--- src/shared/prs_regs.svh ---
// register offsets, field positions, reset values and limits of the realign slice
//
// What this block and its host must do
// RL1: shift data on clock rise, commit on latch high
// RL2: host keeps serial clock at most 20 MHz
// RL3: host sends 24-bit word, then raises latch
// RL4: host raises latch only after last byte
// RL5: host uses clock phase zero
// RL6: sync pulse every count times spacing periods
// RL7: realign count is bits 15..12, 1 to 15
// RL8: count zero disables realignment, no pulses
// RL9: select bit 23 stores bits 13..3 as spacing
// RL10: host sets spacing multiple of denominator
// RL11: second sync after frequency load realigns phase
// RL12: host makes sync interval exceed lock time
// RL13: monitor pin selects among signals, lock detect included
// RL14: denominator 2 to 4095, 50 with dither; the 11-bit serial field here loads at most 2047
// RL15: interpolator and timer step once per reference period
// RL16: frequency load resets interpolator to fixed state
// RL17: timer restarts when count or spacing rewritten
`ifndef PRS_REGS_SVH
`define PRS_REGS_SVH
// serial word
`define PRS_WORD_BITS     24
`define PRS_SEL_LSB       0
`define PRS_SEL_MSB       1
`define PRS_LOAD_SEL_BIT  23
`define PRS_DENOM_LSB     3
`define PRS_DENOM_MSB     13
`define PRS_FRAC_LSB      2
`define PRS_FRAC_MSB      13
`define PRS_INT_LSB       14
`define PRS_INT_MSB       22
`define PRS_RCOUNT_LSB    12
`define PRS_RCOUNT_MSB    15
`define PRS_DITHER_BIT    2
// limits and reset values
`define PRS_DENOM_MIN     12'h002
`define PRS_DENOM_MIN_DITH 12'h032
`define PRS_DENOM_RST     12'h002
`define PRS_SPACING_RST   11'h001
`define PRS_RCOUNT_RST    4'h0
// ahb byte offsets
`define PRS_OFS_CTRL      8'h00
`define PRS_OFS_STATUS    8'h04
`define PRS_OFS_DENOM     8'h08
`define PRS_OFS_SPACING   8'h0c
`define PRS_OFS_RCOUNT    8'h10
`define PRS_OFS_SYNCCNT   8'h14
`define PRS_OFS_FREQ      8'h18
`define PRS_OFS_PHASE     8'h1c
`endif

--- src/shared/prs_pkg.sv ---
// types shared by the phase realign and serial load slice
package prs_pkg;
  // latch chosen by the two control bits of a serial word
  typedef enum logic [1:0] {
    PRS_LATCH_FREQ  = 2'h0,
    PRS_LATCH_DENOM = 2'h1,
    PRS_LATCH_CTRL  = 2'h2,
    PRS_LATCH_AUX   = 2'h3
  } prs_latch_t;
  // realign arming state, one-hot
  typedef enum logic [2:0] {
    PRS_IDLE  = 3'b001,
    PRS_WAIT1 = 3'b010,
    PRS_WAIT2 = 3'b100
  } prs_arm_t;
  // synchronised serial pins
  typedef struct packed {
    logic sclk;
    logic sdata;
    logic latch;
  } prs_ser_t;
  // captured ahb address phase
  typedef struct packed {
    logic       wr;
    logic       rd;
    logic [7:0] ofs;
  } prs_ahb_t;
endpackage : prs_pkg

--- src/rtl/prs_top.sv ---
// serial load path, interpolator, realign timer and ahb-lite register slave
`timescale 1ns/100ps
`include "prs_regs.svh"
module prs_top
  import prs_pkg::*;
(
  input  wire logic        clk,
  input  wire logic        rst_n,
  input  wire logic        ce,
  input  wire logic        sclk,
  input  wire logic        sdata,
  input  wire logic        latch_enable_pin,
  input  wire logic        ref_in,
  input  wire logic        lock_detect,
  output logic             monitor_output_pin,
  output logic             sync_pulse,
  output logic             realign_pulse,
  output logic [11:0]      interp_code,
  input  wire logic        hsel,
  input  wire logic [31:0] haddr,
  input  wire logic [1:0]  htrans,
  input  wire logic        hwrite,
  input  wire logic [2:0]  hsize,
  input  wire logic [31:0] hwdata,
  input  wire logic        hready,
  output logic             hreadyout,
  output logic             hresp,
  output logic [31:0]      hrdata
);
  // clamp a denominator to its legal floor
  function automatic logic [11:0] clamp_denom(input logic [11:0] v, input logic dith);
    logic [11:0] lo;
    lo = dith ? `PRS_DENOM_MIN_DITH : `PRS_DENOM_MIN;
    clamp_denom = (v < lo) ? lo : v;
  endfunction : clamp_denom

  prs_ser_t    s1;             // first sync stage, read only by s2
  prs_ser_t    s2;             // second sync stage
  prs_ser_t    s3;             // previous synced value for edges
  logic        ref1;           // reference first stage
  logic        ref2;           // reference second stage
  logic        ref3;           // reference previous value
  logic        lock1;          // lock first stage
  logic        lock2;          // lock synced
  logic        sclk_rise;      // serial clock rising edge
  logic        latch_rise;     // latch enable rising edge
  logic        ref_tick;       // one reference period elapsed
  logic [23:0] shreg;          // input shift register
  logic [8:0]  int_val;        // integer divider value
  logic [11:0] frac_val;       // fractional numerator
  logic [11:0] denom;          // fractional_denominator
  logic [10:0] spacing;        // realign spacing
  logic [3:0]  rcount;         // realign count
  logic        dither;         // dither enable
  logic        freq_load;      // new frequency committed
  logic        cfg_load;       // count or spacing rewritten
  logic [11:0] acc;            // interpolator accumulator
  logic [14:0] tmr;            // realign timer
  logic [14:0] period;         // count times spacing
  prs_arm_t    arm;            // realign arming state
  logic        done;           // sticky realign seen
  logic [15:0] sync_cnt;       // sync pulses issued
  logic [1:0]  mon_sel;        // monitor source select
  prs_ahb_t    ap;             // latched address phase
  logic [31:0] next_rdata;     // read mux

  // two-flop synchronisers for every pin input
  always_ff @(posedge clk or negedge rst_n) begin
    if (!rst_n) begin
      // latch stages start at the pin's idle high, so no false commit follows reset
      s1    <= '{sclk: 1'b0, sdata: 1'b0, latch: 1'b1};
      s2    <= '{sclk: 1'b0, sdata: 1'b0, latch: 1'b1};
      s3    <= '{sclk: 1'b0, sdata: 1'b0, latch: 1'b1};
      ref1  <= 1'b0;
      ref2  <= 1'b0;
      ref3  <= 1'b0;
      lock1 <= 1'b0;
      lock2 <= 1'b0;
    end else if (ce) begin
      s1    <= '{sclk: sclk, sdata: sdata, latch: latch_enable_pin};
      s2    <= s1;
      s3    <= s2;
      ref1  <= ref_in;
      ref2  <= ref1;
      ref3  <= ref2;
      lock1 <= lock_detect;
      lock2 <= lock1;
    end
  end

  // edge finders on synced levels
  assign sclk_rise  = ce & s2.sclk & ~s3.sclk;
  assign latch_rise = ce & s2.latch & ~s3.latch;
  assign ref_tick   = ce & ref2 & ~ref3;   // [RL15]

  // shift data in on each serial clock rise, msb first
  always_ff @(posedge clk or negedge rst_n) begin
    if (!rst_n) begin
      shreg <= '0;
    end else if (sclk_rise) begin
      shreg <= {shreg[22:0], s2.sdata};    // [RL1]
    end
  end

  // commit the word to the latch picked by its control bits
  always_ff @(posedge clk or negedge rst_n) begin
    if (!rst_n) begin
      int_val   <= '0;
      frac_val  <= '0;
      denom     <= `PRS_DENOM_RST;
      spacing   <= `PRS_SPACING_RST;
      rcount    <= `PRS_RCOUNT_RST;        // [RL8]
      dither    <= 1'b0;
      freq_load <= 1'b0;
      cfg_load  <= 1'b0;
    end else if (ce) begin
      freq_load <= 1'b0;
      cfg_load  <= 1'b0;
      if (latch_rise) begin
        case (prs_latch_t'(shreg[`PRS_SEL_MSB:`PRS_SEL_LSB]))
          PRS_LATCH_FREQ: begin            // [RL1]
            int_val   <= shreg[`PRS_INT_MSB:`PRS_INT_LSB];
            frac_val  <= shreg[`PRS_FRAC_MSB:`PRS_FRAC_LSB];
            freq_load <= 1'b1;
          end
          PRS_LATCH_DENOM: begin
            if (shreg[`PRS_LOAD_SEL_BIT]) begin
              spacing  <= shreg[`PRS_DENOM_MSB:`PRS_DENOM_LSB];  // [RL9]
              cfg_load <= 1'b1;            // [RL17]
            end else begin
              denom <= clamp_denom({1'b0, shreg[`PRS_DENOM_MSB:`PRS_DENOM_LSB]},
                                   dither);  // [RL14]
            end
          end
          PRS_LATCH_CTRL: begin
            rcount   <= shreg[`PRS_RCOUNT_MSB:`PRS_RCOUNT_LSB];  // [RL7]
            dither   <= shreg[`PRS_DITHER_BIT];
            cfg_load <= 1'b1;              // [RL17]
          end
          default: begin
            // auxiliary latch holds nothing in this slice
          end
        endcase
      end
    end
  end

  // first-order interpolator, one step per reference period
  always_ff @(posedge clk or negedge rst_n) begin
    if (!rst_n) begin
      acc         <= '0;
      interp_code <= '0;
    end else if (ce) begin
      if (freq_load) begin
        acc         <= '0;                 // [RL16]
        interp_code <= '0;
      end else if (ref_tick) begin         // [RL15]
        if ({1'b0, acc} + {1'b0, frac_val} >= {1'b0, denom}) begin
          acc <= 12'(({1'b0, acc} + {1'b0, frac_val}) - {1'b0, denom});
        end else begin
          acc <= acc + frac_val;
        end
        interp_code <= acc;
      end
    end
  end

  // realign timer, counts reference periods up to count times spacing
  // both operands widened first so the product keeps all 15 bits
  assign period = {11'h000, rcount} * {4'h0, spacing};
  always_ff @(posedge clk or negedge rst_n) begin
    if (!rst_n) begin
      tmr        <= '0;
      sync_pulse <= 1'b0;
    end else if (ce) begin
      sync_pulse <= 1'b0;
      if (cfg_load || rcount == 4'h0) begin
        tmr <= '0;                         // [RL17] [RL8]
      end else if (ref_tick) begin
        if (tmr >= period - 15'h0001) begin
          tmr        <= '0;
          sync_pulse <= 1'b1;              // [RL6]
        end else begin
          tmr <= tmr + 15'h0001;
        end
      end
    end
  end

  // arming: the second sync after a frequency load realigns
  always_ff @(posedge clk or negedge rst_n) begin
    if (!rst_n) begin
      arm           <= PRS_IDLE;
      realign_pulse <= 1'b0;
    end else if (ce) begin
      realign_pulse <= 1'b0;
      if (freq_load) begin
        arm <= PRS_WAIT1;                  // [RL11]
      end else begin
        case (arm)
          PRS_WAIT1: begin
            if (sync_pulse) begin
              arm <= PRS_WAIT2;
            end
          end
          PRS_WAIT2: begin
            if (sync_pulse) begin
              arm           <= PRS_IDLE;
              realign_pulse <= 1'b1;       // [RL11]
            end
          end
          default: begin
            arm <= PRS_IDLE;
          end
        endcase
      end
    end
  end

  // sticky realign flag and sync counter; set wins over clear
  always_ff @(posedge clk or negedge rst_n) begin
    if (!rst_n) begin
      done     <= 1'b0;
      sync_cnt <= '0;
    end else if (ce) begin
      if (realign_pulse) begin
        done <= 1'b1;
      end else if (ap.wr && ap.ofs == `PRS_OFS_STATUS && hwdata[0]) begin
        done <= 1'b0;
      end
      if (sync_pulse) begin
        sync_cnt <= sync_cnt + 16'h0001;
      end
    end
  end

  // monitor pin source select
  always_ff @(posedge clk or negedge rst_n) begin
    if (!rst_n) begin
      monitor_output_pin <= 1'b0;
    end else if (ce) begin
      case (mon_sel)
        2'h0:    monitor_output_pin <= lock2;  // [RL13]
        2'h1:    monitor_output_pin <= sync_pulse;
        2'h2:    monitor_output_pin <= done;
        default: monitor_output_pin <= 1'b0;
      endcase
    end
  end

  // ahb address phase capture, zero wait states
  always_ff @(posedge clk or negedge rst_n) begin
    if (!rst_n) begin
      ap <= '0;
    end else if (ce && hready) begin
      ap.wr  <= hsel & htrans[1] & hwrite;
      ap.rd  <= hsel & htrans[1] & ~hwrite;
      ap.ofs <= haddr[7:0];
    end else if (ce) begin
      ap.wr <= 1'b0;
      ap.rd <= 1'b0;
    end
  end

  // control register write in the data phase
  always_ff @(posedge clk or negedge rst_n) begin
    if (!rst_n) begin
      mon_sel <= 2'h0;
    end else if (ce && ap.wr && ap.ofs == `PRS_OFS_CTRL) begin
      mon_sel <= hwdata[1:0];
    end
  end

  // read mux from the address phase; unmapped reads zero
  always_comb begin
    next_rdata = '0;
    if (haddr[7:0] == `PRS_OFS_CTRL) begin
      next_rdata = {30'h0, mon_sel};
    end else if (haddr[7:0] == `PRS_OFS_STATUS) begin
      next_rdata = {28'h0, dither, arm == PRS_IDLE, lock2, done};
    end else if (haddr[7:0] == `PRS_OFS_DENOM) begin
      next_rdata = {20'h0, denom};
    end else if (haddr[7:0] == `PRS_OFS_SPACING) begin
      next_rdata = {21'h0, spacing};
    end else if (haddr[7:0] == `PRS_OFS_RCOUNT) begin
      next_rdata = {28'h0, rcount};
    end else if (haddr[7:0] == `PRS_OFS_SYNCCNT) begin
      next_rdata = {16'h0, sync_cnt};
    end else if (haddr[7:0] == `PRS_OFS_FREQ) begin
      next_rdata = {11'h0, int_val, frac_val};
    end else if (haddr[7:0] == `PRS_OFS_PHASE) begin
      next_rdata = {17'h0, tmr};
    end
  end

  // read data registered at the address phase edge
  always_ff @(posedge clk or negedge rst_n) begin
    if (!rst_n) begin
      hrdata <= '0;
    end else if (ce && hready && hsel && htrans[1] && !hwrite) begin
      hrdata <= next_rdata;
    end
  end

  assign hreadyout = 1'b1;   // never stalls
  assign hresp     = 1'b0;   // always okay
endmodule : prs_top

--- config.mk ---
export PLATFORM = sky130hd
export DESIGN_NAME = prs_top
export DESIGN_NICKNAME = d
export VERILOG_FILES = /design/src/shared/prs_pkg.sv /design/src/rtl/prs_top.sv
export VERILOG_INCLUDE_DIRS = /design/src /design/src/shared
export SDC_FILE = /design/constraint.sdc
export NUM_CORES = 1
export LEC_CHECK = 0
export BUFFER_PORTS_ARGS = -buffer_cell sky130_fd_sc_hd__buf_2
export CORE_ASPECT_RATIO = 0.6
export CORE_MARGIN = 2
export CORE_UTILIZATION = 59
export CTS_CLUSTER_DIAMETER = 200
export DETAILED_ROUTE_END_ITERATION = 7
export PLACE_DENSITY = 0.81
export SETUP_SLACK_MARGIN = 0.2
export SLEW_MARGIN = 40
export SYNTH_ARGS = -nofsm -noshare
export SYNTH_HDL_FRONTEND = slang
export SYNTH_SLANG_ARGS = --single-unit
--- constraint.sdc ---
create_clock -name clk -period 7.56 [get_ports clk]
set_input_delay 1.512 -clock clk [delete_from_list [all_inputs] [get_ports clk]]
set_output_delay 1.512 -clock clk [all_outputs]
set_load 0.02 [all_outputs]
### Yosys cells after proc, flatten, opt, wreduce, memory -nomap -nowiden

Index checks and enable logic that the tools add are counted.

| cells by class | value |
|---|---|
| add/subtract/negate cells | 6 |
| multipliers | 1 |
| order comparisons | 3 |
| equal/unequal tests | 17 |
| multiplexer cells | 38 |
| bitwise operators | 14 |
| reduce and logical (&&, ||, !) cells | 28 |

Operators by type and width:

| cell | number |
|---|---|
| $mux W21 | 7 |
| $mux W12 | 5 |
| $mux W15 | 4 |
| $eq A8 B5 Y1 const B | 4 |
| $add A16 B1 Y16 const B | 1 |
| $eq A8 B3 Y1 const B | 2 |
| $eq A8 B4 Y1 const B | 2 |
| $logic_not A8 Y1 | 2 |
| $add A15 B1 Y15 const B | 1 |
| $ge A15 B15 Y1 | 1 |
| $mul A4 B11 Y15 | 1 |
| $sub A15 B1 Y15 const B | 1 |
| $add A12 B12 Y13 | 1 |
| $ge A13 B12 Y1 | 1 |
| $add A12 B12 Y12 | 1 |
| $mux W1 | 12 |
| $sub A12 B12 Y12 | 1 |
| $lt A11 B6 Y1 | 1 |
| $mux W11 | 1 |
| $and A1 B1 Y1 | 9 |
| $mux W3 | 3 |
| $reduce_and A3 Y1 | 3 |
| $logic_and A1 B1 Y1 | 8 |
| $reduce_and A2 Y1 | 4 |
| 18 further kinds | 31 |

| storage, ports and cells | value |
|---|---|
| register bits after elaboration | 193 |
| input bits | 80 |
| output and inout bits | 49 |

### Longest topological paths before layout

| logic depth | value |
|---|---|
| depth after elaboration | 9 |
| gate-level depth with buffers | 25 |
| gate-level depth less buffers | 23 |

### Worst setup path after synthesis

Ideal clock, no wire load.

| path | value |
|---|---|
| path type | register to register |
| start | reg rcount[3] |
| end | reg tmr[12] |
| library setup time | 83 ps |
| data arrival time | 5600 ps |
| required time | 7477 ps |
| slack | 1877 ps |
| stages on the path, launching flop included | 25 |
| period minus slack after synthesis | 5683 ps |
| cell sequence | dfrtp_1 clkbuf_1 nand2_1 ha_1 fa_1 inv_1 fa_1 ha_1 nor2b_1 o21a_1 o21ai_1 a21oi_1 or4_1 a31o_2 a21oi_1 xor2_1 ha_1 a21o_1 a21oi_1 o31a_1 a31oi_1 or3_1 clkbuf_1 or3_1 o21ai_0 |

| on the way | value |
|---|---|
| longest elaborated chain between the ends | 6 |
| elaborated cells on any way between the ends | 10 |
| classes of those cells | add/sub: 1; mul: 1; order compare: 1; mux: 3; reduce/logical: 4 |

RTL lines:

| item | RTL line | source |
|---|---|---|
| from (decl) | prs_top.sv:53 | `logic [3:0] rcount;` |
| from (signal assigned) | prs_top.sv:112 | `` rcount <= `PRS_RCOUNT_RST; `` |
| from (signal assigned) | prs_top.sv:136 | `` rcount <= shreg[`PRS_RCOUNT_MSB:`PRS_RCOUNT_LSB]; `` |
| $mul A4 B11 Y15 | prs_top.sv:170 | `assign period = {11'h000, rcount} * {4'h0, spacing};` |
| $sub A15 B1 Y15 | prs_top.sv:180 | `if (tmr >= period - 15'h0001) begin` |
| $ge A15 B15 Y1 | prs_top.sv:180 |  |
| $mux W15 | prs_top.sv:180 |  |
| $mux W15 | prs_top.sv:179 | `end else if (ref_tick) begin` |
| $mux W15 | prs_top.sv:177 | `if (cfg_load \|\| rcount == 4'h0) begin` |
| to (signal assigned) | prs_top.sv:184 | `tmr <= tmr + 15'h0001;` |
| to (decl) | prs_top.sv:58 | `logic [14:0] tmr;` |

Several ways; a longest one is shown, not always the timed one. The select of a mux whose other input is x is not followed.
A chain may end at the register's enable or synchronous reset.

### Final worst setup path

| path | value |
|---|---|
| start | reg rcount[3] |
| end | reg tmr[7] |

The elaborated chain is that of the path after synthesis.

==> metrics.cfg <==
[timing]
hold_viol = 0
slew_headroom_pct = 47.31
finalSetupViolCount = 0
finClkSkew_ps = 15.86
tightest_slew_ps = 783.8
max_freq_ghz = 0.1495
rsz0062_at_grt = no
slew_violations = 0
fin_crit_sh_pct = 88.48
setup_tns_ps = 0
finalCriticalPeriod_ps = 6689

[route]
routedWlPerCell_um = 18.61
dr.first_iter.drc_count = 724
via_per_inst = 6.067
postRouteAntennaNets = 0
firstDrtPassIters = 7
vias = 8094
totalWireLength_um = 24820
drc = 0

[global_route]
met3_usage_pct = 6.067
first_global_vias = 7431
grt_start_max_net_pins = 99
grt_pass1_wl_um = 39850
grt_util_all_layers_pct = 26.74
gr-max-usage-layer = met1
grt_overflow = 0
grt_use_met1_pct = 41.64
antenna_found_initial = 0
globalRouteMet2Util_pct = 38.43

[floorplan]
dieWidth_um = 178.9
core_area_mm2 = 0.01802
dieArea_mm2 = 0.01949
fp.dieH_um = 108.9
start_util_pct = 60.10
top_level_ports = 129
rows = 38

[power]
p_per_area_mw_per_mm2 = 297.1
switching_share_pct = 36.95
peakVddDrop_mv = 0.3146
p_sw_mw = 1.307
power.leakage_nw = 5.861
pwr-share-seq_pct = 34.8
intPower_mw = 2.230
p_comb_share_pct = 39.5
clkPwrFrac_pct = 25.8

[placed_design]
hpwl_um = 17990
placed_area_mm2 = 0.01130
port_buffers = 57
gp_congestion = 0.8698
dpl.cell_count = 1301

[clock_tree]
insertion_delay_ps = 440
post_cts_buffers = 0
cts.path.max_buffers = 2
hold_buffers = 0
htreeDepth = 4
clk_pin_slew_ps = 70
tritoncts = yes
root_buffer = clkbuf_16
cts_made_buffers = 17
cts_sinks = 181
cts-resized-gates = 0

[synth]
synth_edf_count = 0
synth_cell_types = 57
synth_area_leaders = dfrtp_1 40%, mux2_2 9.3%, ha_1 8.7%
synthArstFlopShare_pct = 100.0
yosysTopAreaCell = dfrtp_1
seq_area_frac_synth_pct = 41.89
synth_seq_cells = 181
synthCells = 1036
netlist_area_mm2 = 0.01083
yosysTopAreaCellShare_pct = 40.43
ys.warnings.count = 0
dominantRegCellSynth = dfrtp_1
syn_avg_cell_area_um2 = 10.45

[worst_setup_path]
r2r-end = tmr[7]$_DFFE_PN0P_
crit_buf_inv = 1
path_class = reg -> reg
cp_max_fo = 22
worstPathArrival_ps = 7040
reg2regPathDepth = 22
cp-startpoint = rcount[3]$_DFFE_PN0P_
cp_num_cells = 22
regToRegStartpoint = rcount[3]$_DFFE_PN0P_
crit_path_max_incr_delay_ps = 690
worstSetupEndpointType = flop
cp_cell_sequence = nand2_1, ha_1, fa_1, inv_1, fa_1, ha_1, nor2b_1, o21a_1, o21ai_1, a21oi_1, or4_1, a31o_2, a21oi_1, xor2_1, ha_1, a21o_1, a21oi_1, o31a_1, a31oi_1, or3_1, or3_1, o21ai_0
cp_slowest_cell = dfrtp_1
crit_required_ps = 7910
startpoint_type = flop
rrSetupSlack_ps = 870
cp_top_family = adder cells

[worst_hold_path]
hold_depth = 2
min_path_type = reg -> reg
holdCritStartpoint = s3[0]$_DFFE_PN1P_
min_to = s3[0]$_DFFE_PN1P_

[final_layout]
antennaDiodeCount = 0
syn_to_final_growth_pct = 9.935
fin_nets = 1257
final_cells = 1334
drive_gt1_share_pct = 18.74
design_area_mm2 = 0.01191
fillers = 1366

[outcome]
outcome = complete, no violations

[flow_run]
maxCapViolCount = 0

[Yosys cell counts (14+ instances only)]
| cell type | number |
|---|---|
| clkbuf_1 | 28 |
| a22o_1 | 19 |
| mux2i_1 | 21 |
| mux2_2 | 89 |
| xor2_1 | 14 |
| xnor2_1 | 31 |
| inv_1 | 76 |
| nor2_1 | 38 |
| and2_1 | 15 |
| fa_1 | 21 |
| a21oi_1 | 40 |
| dfrtp_1 | 175 |
| nand2_1 | 103 |
| ha_1 | 75 |
| o21ai_0 | 60 |
| a21o_1 | 19 |
| nand3_1 | 24 |
[layout by cell type, fill, tap and decap left out, types with 5 or more instances in the layout]
cell type | Yosys | routed
dfstp_2 | 6 | 6
nand3_1 | 24 | 24
nor2_1 | 38 | 38
ha_1 | 75 | 75
inv_6 | 0 | 6
o21ai_1 | 9 | 8
a21o_1 | 19 | 19
nor3b_1 | 9 | 8
mux2i_1 | 21 | 21
nor3_1 | 6 | 5
nand4_1 | 9 | 9
buf_2 | 0 | 56
nor4_1 | 8 | 7
or3_1 | 9 | 9
dfrtp_1 | 175 | 175
conb_1 | 2 | 13
and3_1 | 9 | 9
o21ai_0 | 60 | 60
a22oi_1 | 13 | 13
nor2b_1 | 9 | 9
inv_1 | 76 | 76
xnor2_1 | 31 | 31
mux2_2 | 89 | 89
clkbuf_16 | 0 | 17
mux4_2 | 6 | 6
nand2_1 | 103 | 102
fa_1 | 21 | 21
o22a_1 | 7 | 7
o21a_1 | 11 | 11
a22o_1 | 19 | 19
a31oi_1 | 7 | 7
xor2_1 | 14 | 14
o31ai_1 | 6 | 6
and2_1 | 15 | 15
a21oi_1 | 40 | 40
[tightest hold or removal path, cell delays in order (launching register included)]
cell and delay [ps]:
dfstp_2 370, inv_1 40, o21ai_0 70
[worst max-delay path by stage]
stage | end
detailed placement | tmr[7]$_DFFE_PN0P_
global route | tmr[12]$_DFFE_PN0P_
floorplan | tmr[12]$_DFFE_PN0P_
finish | tmr[7]$_DFFE_PN0P_
global placement | tmr[14]$_DFFE_PN0P_
CTS | tmr[14]$_DFFE_PN0P_
[power by group through the flow]
stage,clock [mW],combinational (mW),sequential (mW)
after floorplan,0,1.07,1.22
after global placement,0,1.28,1.24
after detailed placement,0,1.34,1.25
after CTS,0.918,1.35,1.23
after global routing,0.967,1.53,1.25
final,0.912,1.40,1.23
[through the flow]
| stage | total power, mW | hold WS (ps) | worst slack, ps | utilization (%) |
|---|---|---|---|---|
| 6_report | 3.538 | 479.7 | 871.2 | 66.07 |
| 3_5_place_dp | 2.583 | 468.7 | 1075 | 62.69 |
| 3_3_place_gp | 2.527 | 457.1 | 1272 | 62.53 |
| 4_1_cts | 3.500 | 481.0 | 1039 | 65.97 |
| 5_1_grt | 3.743 | 495.1 | 681.1 | 66.07 |
| 2_1_floorplan | 2.292 | 406.3 | 1877 | - |
[routing by layer]
metal  vias up  wire, µm
met5         -         0
met4         0       187
met3        21      1901
met2       295     10730
met1      4039     12010
li1       3739         -
[registers in the layout (all words and copies together) (netlist names), 2 cells and up]
| register | flops |
|---|---|
| sync_cnt | 16 |
| tmr | 15 |
| int_val | 9 |
| arm | 3 |
| hrdata | 21 |
| denom | 11 |
| frac_val | 12 |
| shreg | 24 |
| s2 | 3 |
| mon_sel | 2 |
| ap | 9 |
| interp_code | 12 |
| s3 | 2 |
| acc | 12 |
| s1 | 3 |
| rcount | 4 |
| spacing | 11 |
[cells by family after synthesis]
group	synth area share [%]
compound gates	13.40
xor+xnor	3.639
simple gates	11.19
buf+inv	4.817
other cells	0.06934
fa+ha+maj	12.55
flops	41.89
mux	12.44
[cell type report]
| class | count | area (µm²) | share of cell area, % |
|---|---|---|---|
| Clock buffer | 21 | 450.4 | 3.783 |
| Clock inverter | 11 | 140.1 | 1.177 |
| Inverter | 76 | 285.3 | 2.396 |
| Multi-Input combinational cell | 742 | 5843 | 49.08 |
| Sequential cell | 181 | 4537 | 38.10 |
| Tap cell | 240 | 300.3 | 2.522 |
| Timing Repair Buffer | 63 | 350.3 | 2.942 |
Power figures use the tool's default switching activity.
